## config.mk

```make
export PLATFORM = sky130hd
export DESIGN_NAME = cci_regs
export DESIGN_NICKNAME = d
export VERILOG_FILES = /design/src/design/cci_pkg.sv /design/src/design/cci_bitmap.sv /design/src/design/cci_regs.sv
export SDC_FILE = /design/constraint.sdc
export NUM_CORES = 1
export LEC_CHECK = 0
export BUFFER_PORTS_ARGS = -buffer_cell sky130_fd_sc_hd__buf_4
export CORE_MARGIN = 1.5
export CORE_UTILIZATION = 47
export CTS_BUF_LIST = sky130_fd_sc_hd__clkbuf_4 sky130_fd_sc_hd__clkbuf_8
export CTS_CLUSTER_DIAMETER = 120
export CTS_CLUSTER_SIZE = 10
export DETAILED_ROUTE_END_ITERATION = 10
export PLACE_DENSITY = 0.88
export SYNTH_ARGS = -nofsm -noshare
export SYNTH_HDL_FRONTEND = slang
export SYNTH_SLANG_ARGS = --single-unit
```

## constraint.sdc

```tcl
create_clock -name CLOCK -period 1.8 [get_ports CLOCK]
set_clock_uncertainty 0.05 [all_clocks]
set_input_delay 0.36 -clock CLOCK [delete_from_list [all_inputs] [get_ports CLOCK]]
set_output_delay 0.36 -clock CLOCK [all_outputs]
set_load 0.02 [all_outputs]
```

## src/design/cci_pkg.sv

```systemverilog
package cci_pkg;

  // ****************************************************************
  // Address map.
  // ****************************************************************
  localparam logic [31:0] CCI_BASE_ADDR  = 32'hF0F00000;
  localparam logic [19:0] CCI_BASE_PAGE  = 20'hF0F00;
  localparam logic [11:0] CCI_OFS_INIT   = 12'h000;
  localparam logic [11:0] CCI_OFS_FMT    = 12'h100;
  localparam logic [11:0] CCI_OFS_F0M    = 12'h180;
  localparam logic [11:0] CCI_OFS_F1M    = 12'h184;
  localparam logic [11:0] CCI_OFS_F2M    = 12'h188;
  localparam logic [11:0] CCI_OFS_RSV0   = 12'h18C;
  localparam logic [11:0] CCI_OFS_RSV1   = 12'h190;
  localparam logic [11:0] CCI_OFS_RSV2   = 12'h194;
  localparam logic [11:0] CCI_OFS_F6M    = 12'h198;
  localparam logic [11:0] CCI_OFS_F7M    = 12'h19C;
  localparam logic [11:0] CCI_OFS_F0R0   = 12'h200;
  localparam logic [11:0] CCI_OFS_F0R1   = 12'h204;
  localparam logic [11:0] CCI_OFS_F0R2   = 12'h208;
  localparam logic [11:0] CCI_OFS_F0R3   = 12'h20C;
  localparam logic [11:0] CCI_OFS_F0R4   = 12'h210;

  // ****************************************************************
  // Field layout. Flag bit n sits at word position 31 - n.
  // ****************************************************************
  localparam int          CCI_WORD_MSB   = 31;
  localparam int          CCI_FLAG_W     = 8;
  localparam int          CCI_RATE_REGS  = 5;
  localparam int          CCI_INIT_POS   = 31;
  localparam logic [7:0]  CCI_MASK_FMT   = 8'hC7;
  localparam logic [7:0]  CCI_MASK_F0M   = 8'h7F;
  localparam logic [7:0]  CCI_MASK_FULL  = 8'hFF;
  localparam logic [7:0]  CCI_MASK_F0R0  = 8'hFC;
  localparam logic [7:0]  CCI_MASK_NONE  = 8'h00;
  localparam logic [31:0] CCI_ZERO_WORD  = 32'h00000000;
  localparam logic [7:0]  CCI_FLAGS_RST  = 8'h00;

  // ****************************************************************
  // Types.
  // ****************************************************************
  typedef enum logic [1:0] {
    CCI_RSP_COMPLETE = 2'b00,
    CCI_RSP_ADDR_ERR = 2'b01,
    CCI_RSP_TYPE_ERR = 2'b10
  } cci_rsp_e;

  typedef enum logic [1:0] {
    CCI_INIT_IDLE  = 2'b00,
    CCI_INIT_START = 2'b01,
    CCI_INIT_BUSY  = 2'b10
  } cci_init_e;

  typedef struct packed {
    logic        valid;
    logic        write;
    logic [31:0] addr;
    logic [31:0] wdata;
  } cci_req_s;

  typedef struct packed {
    logic        valid;
    cci_rsp_e    code;
    logic [31:0] rdata;
  } cci_rsp_s;

  typedef struct packed {
    logic [7:0]      formats;
    logic [7:0]      f0_modes;
    logic [7:0]      f1_modes;
    logic [7:0]      f2_modes;
    logic [7:0]      f7_modes;
    logic [4:0][7:0] f0_rates;
  } cci_caps_s;

endpackage : cci_pkg

```

## src/design/cci_bitmap.sv

```systemverilog
module cci_bitmap
  import cci_pkg::*;
(
  input  wire logic [7:0]  flags,
  input  wire logic [7:0]  mask,
  output logic      [31:0] word
);

  // ****************************************************************
  // Flag n lands on word position 31 - n; reserved flags read zero.
  // ****************************************************************
  genvar i;
  generate
    for (i = 0; i < CCI_FLAG_W; i++) begin : g_bit
      assign word[CCI_WORD_MSB - i] = flags[i] & mask[i];
    end
  endgenerate

  assign word[CCI_WORD_MSB - CCI_FLAG_W:0] = '0;

endmodule : cci_bitmap

```

## src/design/cci_regs.sv

```systemverilog
module cci_regs
  import cci_pkg::*;
(
  input  wire logic      CLOCK,
  input  wire logic      RST_N,
  input  wire cci_req_s  REQ,
  input  wire cci_caps_s CAPS,
  input  wire logic      INIT_DONE,
  output cci_rsp_s       RSP,
  output logic           INIT_START,
  output logic           INIT_BUSY
);

  // ****************************************************************
  // Declarations.
  // ****************************************************************
  cci_caps_s   caps_r;
  cci_rsp_s    rsp_r;
  cci_rsp_s    rsp_nxt;
  cci_init_e   init_state_r;
  cci_init_e   init_state_nxt;
  logic        init_start_r;
  logic        init_busy_r;
  logic [11:0] req_ofs;
  logic        in_page;
  logic        aligned;
  logic        hit;
  logic        writable;
  logic [7:0]  sel_flags;
  logic [7:0]  sel_mask;
  logic [31:0] sel_word;
  logic        init_wr;

  // ****************************************************************
  // Address decode.
  // ****************************************************************
  assign req_ofs = REQ.addr[11:0];
  assign in_page = (REQ.addr[31:12] == CCI_BASE_PAGE);
  assign aligned = (REQ.addr[1:0] == 2'h0);

  always_comb begin
    hit       = 1'b1;
    writable  = 1'b0;
    sel_flags = CCI_FLAGS_RST;
    sel_mask  = CCI_MASK_NONE;
    case (req_ofs)
      CCI_OFS_INIT: begin
        writable = 1'b1;
      end
      CCI_OFS_FMT: begin
        sel_flags = caps_r.formats;
        sel_mask  = CCI_MASK_FMT;
      end
      CCI_OFS_F0M: begin
        sel_flags = caps_r.f0_modes;
        sel_mask  = CCI_MASK_F0M;
      end
      CCI_OFS_F1M: begin
        sel_flags = caps_r.f1_modes;
        sel_mask  = CCI_MASK_FULL;
      end
      CCI_OFS_F2M: begin
        sel_flags = caps_r.f2_modes;
        sel_mask  = CCI_MASK_FULL;
      end
      CCI_OFS_RSV0, CCI_OFS_RSV1, CCI_OFS_RSV2, CCI_OFS_F6M: begin
        sel_mask = CCI_MASK_NONE;
      end
      CCI_OFS_F7M: begin
        sel_flags = caps_r.f7_modes;
        sel_mask  = CCI_MASK_FULL;
      end
      CCI_OFS_F0R0: begin
        sel_flags = caps_r.f0_rates[0];
        sel_mask  = CCI_MASK_F0R0;
      end
      CCI_OFS_F0R1: begin
        sel_flags = caps_r.f0_rates[1];
        sel_mask  = CCI_MASK_FULL;
      end
      CCI_OFS_F0R2: begin
        sel_flags = caps_r.f0_rates[2];
        sel_mask  = CCI_MASK_FULL;
      end
      CCI_OFS_F0R3: begin
        sel_flags = caps_r.f0_rates[3];
        sel_mask  = CCI_MASK_FULL;
      end
      CCI_OFS_F0R4: begin
        sel_flags = caps_r.f0_rates[4];
        sel_mask  = CCI_MASK_FULL;
      end
      default: begin
        hit = 1'b0;
      end
    endcase
  end

  // ****************************************************************
  // Read word assembly.
  // ****************************************************************
  cci_bitmap u_bitmap (
    .flags (sel_flags),
    .mask  (sel_mask),
    .word  (sel_word)
  );

  // ****************************************************************
  // Capability shadow, loaded only from the camera core.
  // ****************************************************************
  always_ff @(posedge CLOCK or negedge RST_N) begin
    if (!RST_N) begin
      caps_r <= '0;
    end else begin
      caps_r <= CAPS;
    end
  end

  // ****************************************************************
  // Response generation.
  // ****************************************************************
  always_comb begin
    rsp_nxt       = '0;
    rsp_nxt.valid = REQ.valid;
    rsp_nxt.code  = CCI_RSP_COMPLETE;
    rsp_nxt.rdata = CCI_ZERO_WORD;
    if (REQ.valid) begin
      if (!in_page) begin
        rsp_nxt.code = CCI_RSP_ADDR_ERR;
      end else if (!aligned) begin
        rsp_nxt.code = CCI_RSP_TYPE_ERR;
      end else if (!hit) begin
        rsp_nxt.code = CCI_RSP_ADDR_ERR;
      end else if (!REQ.write && !writable) begin
        rsp_nxt.rdata = sel_word;
      end
    end
  end

  always_ff @(posedge CLOCK or negedge RST_N) begin
    if (!RST_N) begin
      rsp_r <= '0;
    end else begin
      rsp_r <= rsp_nxt;
    end
  end

  // ****************************************************************
  // Initialize command sequencer.
  // ****************************************************************
  assign init_wr = REQ.valid && REQ.write && in_page && aligned
                   && (req_ofs == CCI_OFS_INIT)
                   && REQ.wdata[CCI_INIT_POS];

  always_comb begin
    init_state_nxt = init_state_r;
    case (init_state_r)
      CCI_INIT_IDLE: begin
        if (init_wr) begin
          init_state_nxt = CCI_INIT_START;
        end
      end
      CCI_INIT_START: begin
        init_state_nxt = CCI_INIT_BUSY;
      end
      CCI_INIT_BUSY: begin
        if (INIT_DONE) begin
          init_state_nxt = CCI_INIT_IDLE;
        end
      end
      default: begin
        init_state_nxt = CCI_INIT_IDLE;
      end
    endcase
  end

  always_ff @(posedge CLOCK or negedge RST_N) begin
    if (!RST_N) begin
      init_state_r <= CCI_INIT_IDLE;
    end else begin
      init_state_r <= init_state_nxt;
    end
  end

  always_ff @(posedge CLOCK or negedge RST_N) begin
    if (!RST_N) begin
      init_start_r <= 1'b0;
      init_busy_r  <= 1'b0;
    end else begin
      init_start_r <= (init_state_nxt == CCI_INIT_START);
      init_busy_r  <= (init_state_nxt != CCI_INIT_IDLE);
    end
  end

  assign RSP        = rsp_r;
  assign INIT_START = init_start_r;
  assign INIT_BUSY  = init_busy_r;

endmodule : cci_regs

```

# Yosys cells after proc, flatten, opt, wreduce, memory -nomap -nowiden
# Cells that the tools add are included.
# word_totals
word_cells,71
regBits,119
out_inout_bits,37
in_bits,149
# op_classes
n_reduce_logical,14
n_mux,15
n_eq_ne,18
bitwise_logic,8
# ops
operator,count
32-bit two-way mux,4
12-bit by 9-bit == test with 1-bit output (second input constant),9
8-bit one-hot mux with 10 select lines,1
12-bit by 10-bit == test with 1-bit output (second input constant),5
34-bit two-way mux,1
8-bit one-hot mux with 4 select lines,1
20-bit == test (second input constant),1
15-bit OR reduction,1
12-bit logical NOT,1
1-bit AND,8
2-bit two-way mux,4
7-bit OR reduction,1
1-bit logical AND,6
2-bit one-hot mux with 3 select lines,1
2-bit by 1-bit == test with 1-bit output (second input constant),2
2-bit logical NOT,2
1-bit two-way mux,3
2-bit == test (second input constant),1
1-bit logical NOT,2
2-bit nonzero test,1

# Logic depth before layout (Yosys ltp)
# Gate-level depths: netlist of the first run.
# logic_depth
word_depth,9
depth_mapped,7
ltp_nobuf,5

# Hierarchy
# A second synthesis of the first run with hierarchy kept.
# unflattened
hier_cells,345
hier_area_um2,4549.4
# by_module_without_submodules
mod,cells_per_inst,seq_area_each_um2,area_per_inst_um2,instances
cci_regs,312,2977.9,4315.4,1
cci_bitmap,33,0.0,234.0,1

# Worst setup path before layout of the first run
# Ideal clock, no wire load.
# synth_path
path_kind,in2reg
from,in REQ[35] in the netlist's numbering
to,"reg rsp_r, in the netlist RSP[31]"
path_slack_ns,0.103
path_buffers,2
cell_stages,6
arrival_time_ns,1.511
setup_ns,0.136
required_time_ns,1.614
cell_sequence,buf_2 and2b_1 buf_2 a22o_1 a222oi_1 a21oi_1
# synth_lines
element,line,source
from (decl),cci_regs.sv:6,"input wire cci_req_s REQ,"
to (signal assigned),cci_regs.sv:144,rsp_r <= rsp_nxt;
to (decl),cci_regs.sv:18,cci_rsp_s rsp_r;

==> impl_metrics.ini, run 1 <==
[layout]
nNetsFinal = 595
final-seq-area_um2 = 2380
layout-area-overhead-vs-synth_pct = 38.3
multiInputGateArea_um2 = 1220
total_inserted_antenna_cells = 0
layout.cells.most_common = sky130_fd_sc_hd__buf_4
final_core_util_pct = 67.2
drive_gt1_share_pct = 45.3
post_layout_cell_count = 552
layout_common_cells = sky130_fd_sc_hd__buf_4, sky130_fd_sc_hd__dfrtp_1, sky130_fd_sc_hd__conb_1, sky130_fd_sc_hd__nand2_1, sky130_fd_sc_hd__a22oi_1
fillers = 605

[clocking]
ctsLongestPathBuffers = 2
h_tree_depth = 3
ctsHoldBuffers = 1
tritoncts = built
worst_skew_pair.late_latency_ps = 350
clock_tree_root_driver_cell = sky130_fd_sc_hd__clkbuf_8
cts.clk_slew.worst_paths_ps = 90
cts.sink_count = 95
cts_buffers = 9
cts.repair_timing.setup_buffer_count = 0
cts.repair.resized = 0

[grt]
first_global_vias = 2882
global_route.usage.total_pct = 21.6
grt_max_degree = 55
grt_pass1_wl_um = 14000
grt_overflow_total = 0
number_of_antenna_violations_at_the_first_check_in_global_routing = 0

[drt]
firstDrtPassIters = 4
met2_length_um = 4600
drtAntennaViolNets = 0
post_drt_wl_per_cell_um = 16.2
iteration_0_drc_markers = 198
topRoutingLayerUsed = met4
detail_route.drc_violations = 0
vias = 2812
met3_length_um = 650
wl_met1_um = 3530
route.final.wire_length_um = 8930
drt-vias-per-instance = 5.09

[sta]
fin_tns_setup_ps = 0
hold_viol_final = 0
layout_setup_ws_ps = 181
rsz0062_at_grt = false
achievable-frequency_mhz = 618
final_max_slew_viol_count = 0
finalCritPeriodShare_pct = 89.9
finish_stage_setup_viols = 0
final_min_period_ps = 1620

[logic_synthesis]
flop_and_latch_count_out_of_synthesis = 95
synthesis.yosys.warnings = 0
mean_area_per_synthesized_cell_um2 = 13.5
synth.distinct_cells = 56
sequential_area_share_after_synthesis_pct = 63.0
synth-main-ff-cell = sky130_fd_sc_hd__dfrtp_1
synthArstFlopShare_pct = 100
syn-instance-count = 280
synth-edff-count = 0
syn_area_um2 = 3780

[hold_path]
hold_path.class = in -> reg
min_from = CAPS[69]

[place]
dp.cells = 536
dp.final_hpwl_um = 6960
preCtsSetupSlack_ps = -169
numPortBuffers = 130
gp_congestion = 0.905

[critical_path]
critical-path-max-stage-delay_ps = 500
critical_path.reg2reg.startpoint = caps_r[26]
rrSetupSlack_ps = 320
kind_of_launch_point_of_the_worst_setup_path = input pin
crit_path_top_delay_cell = sky130_fd_sc_hd__or4_1
cp.arrival_ps = 1840
worstPathRequired_ps = 2020
critical_path_peak_fanout = 6
crit_path_end_kind = register
critPathLaunch = REQ[46]
worstPathCellList = buf_4 -> or4_1 -> nor2_1 -> and4_1 -> o311ai_1 -> a21oi_1
crit_type = in -> reg

[floorplan]
placementRows = 32
die_height_um = 92.6
initial_core_util_pct = 48.6
die_area_um2 = 8580
floorplan_core_area_um2 = 7770
die_width_um = 92.6
boundaryPins = 186

[run_status]
outcome = finished clean

[power_and_ir_drop]
p_leak_nw = 2.47
power-per-cell-area_nw_per_um2 = 789
peakVddDrop_mv = 0.551

[job]
maxCapViolations = 0
[metal layers]
metal / track usage (%) / vias up
met5: 0 / -
met4: 8.21 / 0
met3: 4.60 / 12
met2: 36.1 / 149
met1: 27.8 / 1337
li1: - / 1314
[cell type report]
type                       instances  share of cell area (%)
sequential                        95                    45.5
timing repair buffer             169                    24.8
multi-input combinational        170                    23.5
tap                              102                    2.44
clock buffer                       9                    2.37
clock inverter                     6                    1.29
inverter                           1                  0.0719
[cells by family (layout without fill, tap and decap cells)]
group           after synthesis  count (layout)  share of synthesized area, %
compound gates               61              61                          12.7
flops                        95              95                          63.0
xor+xnor                      1               1                         0.232
other cells                   1              24                        0.0993
buf+inv                      38             185                          6.89
mux                          15              15                          4.54
simple gates                 69              69                          12.6
[final timing paths]
kind	endpoint	cells past startpoint
min in group asynchronous	caps_r[27]	2
hold reg to reg	init_state_r[1]	1
max in group asynchronous	caps_r[57]	3
setup reg to reg	RSP[29]	3
hold / removal	caps_r[69]	1
setup / recovery	RSP[31]	6
[sequential cells by signal (all words and copies together) (netlist names)]
register / count
init_state_r: 2
INIT_BUSY: 1
RSP: 11
INIT_START: 1
caps_r: 80
[synthesized netlist by cell type, types with 2 or more instances]
| master | n | area [um^2] |
|---|---|---|
| sky130_fd_sc_hd__a22oi_1 | 13 | 97.6 |
| sky130_fd_sc_hd__dfrtp_1 | 95 | 2380 |
| sky130_fd_sc_hd__o22ai_1 | 2 | 12.5 |
| sky130_fd_sc_hd__buf_6 | 2 | 22.5 |
| sky130_fd_sc_hd__a22o_1 | 5 | 43.8 |
| sky130_fd_sc_hd__buf_4 | 25 | 188 |
| sky130_fd_sc_hd__mux2_2 | 7 | 78.8 |
| sky130_fd_sc_hd__and3_1 | 2 | 12.5 |
| sky130_fd_sc_hd__a31oi_1 | 2 | 12.5 |
| sky130_fd_sc_hd__nand2_1 | 13 | 48.8 |
| sky130_fd_sc_hd__nor3b_1 | 2 | 15.0 |
| sky130_fd_sc_hd__mux2i_1 | 7 | 70.1 |
| sky130_fd_sc_hd__nor2b_1 | 5 | 31.3 |
| sky130_fd_sc_hd__o21ai_0 | 6 | 30.0 |
| sky130_fd_sc_hd__a21oi_1 | 9 | 45.0 |
| sky130_fd_sc_hd__nand3_1 | 3 | 15.0 |
| sky130_fd_sc_hd__and4_1 | 4 | 35.0 |
| sky130_fd_sc_hd__nand2b_1 | 2 | 12.5 |
| sky130_fd_sc_hd__nor3_1 | 6 | 30.0 |
| sky130_fd_sc_hd__clkbuf_1 | 3 | 11.3 |
| sky130_fd_sc_hd__and2_1 | 3 | 18.8 |
| sky130_fd_sc_hd__nand4b_1 | 3 | 26.3 |
| sky130_fd_sc_hd__o211ai_1 | 2 | 15.0 |
| sky130_fd_sc_hd__o2bb2ai_1 | 4 | 35.0 |
| sky130_fd_sc_hd__a222oi_1 | 7 | 70.1 |
| sky130_fd_sc_hd__nor4_1 | 4 | 25.0 |
| sky130_fd_sc_hd__buf_2 | 7 | 35.0 |
| sky130_fd_sc_hd__nor2_1 | 7 | 26.3 |
| sky130_fd_sc_hd__nor4b_4 | 3 | 71.3 |
[per-stage QoR]
step / instance area [um^2] / hold WS (ps) / power [mW]
finish: 5220 / 57.8 / 4.12
global placement: 5020 / 198 / 2.78
global route: 5220 / 31.4 / 4.30
floorplan: 3860 / 14.4 / 2.49
detailed placement: 5020 / 199 / 2.80
CTS: 5220 / 43.1 / 4.15
[power by group]
part	switching (mW)	internal [mW]
Sequential	0.0264	2.22
Clock	0.725	0.642
Combinational	0.232	0.269
[worst max-delay path, delay by kind of cell]
| family | cells | cell delay (ps) |
|---|---|---|
| compound gates | 2 | 350 |
| buf+inv | 1 | 110 |
| simple gates | 3 | 1020 |
Power figures use the tool's default switching activity.
==> run 2: changes to the inputs <==
Settings changed: ABC_AREA set to 1, CORE_UTILIZATION 47 to 48.
==> impl_metrics.ini, run 2 <==
[run_status]
outcome = finished clean

[sta]
achievable-frequency_mhz = 701
final_min_period_ps = 1430
finalCritPeriodShare_pct = 79.3
layout_setup_ws_ps = 373
rsz0062_at_grt = false
hold_viol_final = 0
finish_stage_setup_viols = 0
final_max_slew_viol_count = 0
fin_tns_setup_ps = 0

[critical_path]
kind_of_launch_point_of_the_worst_setup_path = input pin
crit_type = in -> reg
crit_path_end_kind = register
worstPathRequired_ps = 2040
cp.arrival_ps = 1670
critical_path_peak_fanout = 5
rrSetupSlack_ps = 650

[place]
dp.final_hpwl_um = 7880
gp_congestion = 0.905
preCtsSetupSlack_ps = 20.5
numPortBuffers = 130

[drt]
drt-vias-per-instance = 4.93
post_drt_wl_per_cell_um = 14.3
detail_route.drc_violations = 0
firstDrtPassIters = 4
route.final.wire_length_um = 9850
drtAntennaViolNets = 0
vias = 3400
iteration_0_drc_markers = 218

[layout]
total_inserted_antenna_cells = 0
nNetsFinal = 729
final_core_util_pct = 66.0
drive_gt1_share_pct = 33.8
largest_register_ffs = 80
layout-area-overhead-vs-synth_pct = 33.6
layout_common_cells = sky130_fd_sc_hd__buf_4, sky130_fd_sc_hd__nand2_1, sky130_fd_sc_hd__dfrtp_1, sky130_fd_sc_hd__nor2_1, sky130_fd_sc_hd__nand3_1
most_flops_register = caps_r
layout.cells.most_common = sky130_fd_sc_hd__buf_4

[logic_synthesis]
sequential_area_share_after_synthesis_pct = 58.6
synthesis.yosys.warnings = 0
flop_and_latch_count_out_of_synthesis = 95
synthArstFlopShare_pct = 100
synth_top_area_cell = sky130_fd_sc_hd__dfrtp_1
synth.top_cell.area_share_pct = 58.6
syn_area_um2 = 4060
synth-edff-count = 0
mean_area_per_synthesized_cell_um2 = 9.51
synth.distinct_cells = 28
ys_top_cells_by_area = sky130_fd_sc_hd__dfrtp_1, sky130_fd_sc_hd__nand2_1, sky130_fd_sc_hd__nand3_1, sky130_fd_sc_hd__nor2_1, sky130_fd_sc_hd__buf_4
syn-instance-count = 427
synth-main-ff-cell = sky130_fd_sc_hd__dfrtp_1
synth.top_cells.by_count = sky130_fd_sc_hd__nand2_1, sky130_fd_sc_hd__dfrtp_1, sky130_fd_sc_hd__nor2_1
yosysMostFrequentCell = sky130_fd_sc_hd__nand2_1

[power_and_ir_drop]
power-per-cell-area_nw_per_um2 = 773
total_power_mw = 4.19
peakVddDrop_mv = 0.561
p_leak_nw = 2.83

[clocking]
cts.sink_count = 95
worst_skew_pair.late_latency_ps = 360
clock_tree_root_driver_cell = sky130_fd_sc_hd__clkbuf_8
ctsLongestPathBuffers = 2
cts.repair_timing.setup_buffer_count = 0
cts.clk_slew.worst_paths_ps = 110
cts_buffers = 9
h_tree_depth = 3
tritoncts = built

[grt]
grt_overflow_total = 0
first_global_vias = 3467
grt_pass1_wl_um = 16000
grt_max_degree = 44
number_of_antenna_violations_at_the_first_check_in_global_routing = 0
global_route.usage.total_pct = 23.8

[job]
maxCapViolations = 0

[floorplan]
boundaryPins = 186
die_area_um2 = 9020
floorplan_core_area_um2 = 8220
placementRows = 33
initial_core_util_pct = 49.4
die_width_um = 95.0
die_height_um = 95.0

[hold_path]
hold_path.class = in -> reg
run 2: cell type report:
cell class / instances / area [um^2]
Multi-Input combinational cell: 290 / 1390
Sequential cell: 95 / 2380
Clock inverter: 7 / 103
Fill cell: 656 / 2790
Inverter: 33 / 126
Tap cell: 105 / 131
Clock buffer: 9 / 124
Timing Repair Buffer: 151 / 1170
run 2: worst paths after layout:
check                                start               to  cells past startpoint
hold / removal                    CAPS[66]       caps_r[66]                      1
max in group asynchronous            RST_N       caps_r[27]                      3
setup / recovery                   REQ[32]          RSP[30]                     13
setup reg to reg           init_state_r[0]        INIT_BUSY                      5
hold reg to reg            init_state_r[1]  init_state_r[1]                      2
min in group asynchronous            RST_N       caps_r[67]                      2
run 2: cells by family after synthesis:
family	synth area share, %
buf+inv	9.37
other cells	0.0924
compound gates	0.925
flops	58.6
simple gates	31.1
run 2: timing repair:
| item | CTS | global route |
|---|---|---|
| endpoints found under the setup margin | 0 | 0 |
| hold endpoints to repair | 28 | 0 |
| hold buffers | 1 | 0 |
| gates resized for setup | 0 | 0 |
run 2: report_power, final:
group | total (mW) | switching [mW] | internal [mW]
sequential | 2.26 | 0.0312 | 2.23
combinational | 0.417 | 0.212 | 0.206
clock | 1.52 | 0.826 | 0.689
run 2: critical path, cell delays in order:
cell and delay, ps:
sky130_fd_sc_hd__buf_4 120, sky130_fd_sc_hd__inv_1 50, sky130_fd_sc_hd__nand2_1 140, sky130_fd_sc_hd__nor2_1 170, sky130_fd_sc_hd__nand2_1 90, sky130_fd_sc_hd__nor2_2 170
sky130_fd_sc_hd__buf_4 180, sky130_fd_sc_hd__nand2_1 50, sky130_fd_sc_hd__nand2_1 50, sky130_fd_sc_hd__nor2_1 40, sky130_fd_sc_hd__nand2_1 90, sky130_fd_sc_hd__nor2_1 50
sky130_fd_sc_hd__nor2_1 100
run 2: layer usage:
layer | global-route usage, % | wire length, um | vias to the layer above
li1 | - | - | 1622
met1 | 28.3 | 3790 | 1581
met2 | 43.3 | 5120 | 177
met3 | 4.83 | 737 | 20
met4 | 7.09 | 205 | 0
met5 | 0 | 0 | -
run 2: per-stage QoR:
step | hold slack (ps) | instances | cell area [um^2]
after CTS | 32.5 | 690 | 5420
final | 41.2 | 690 | 5420
after global routing | 17.4 | 690 | 5420
after floorplan | 14.4 | 450 | 4150
after global placement | 266 | 673 | 5190
after detailed placement | 276 | 673 | 5190
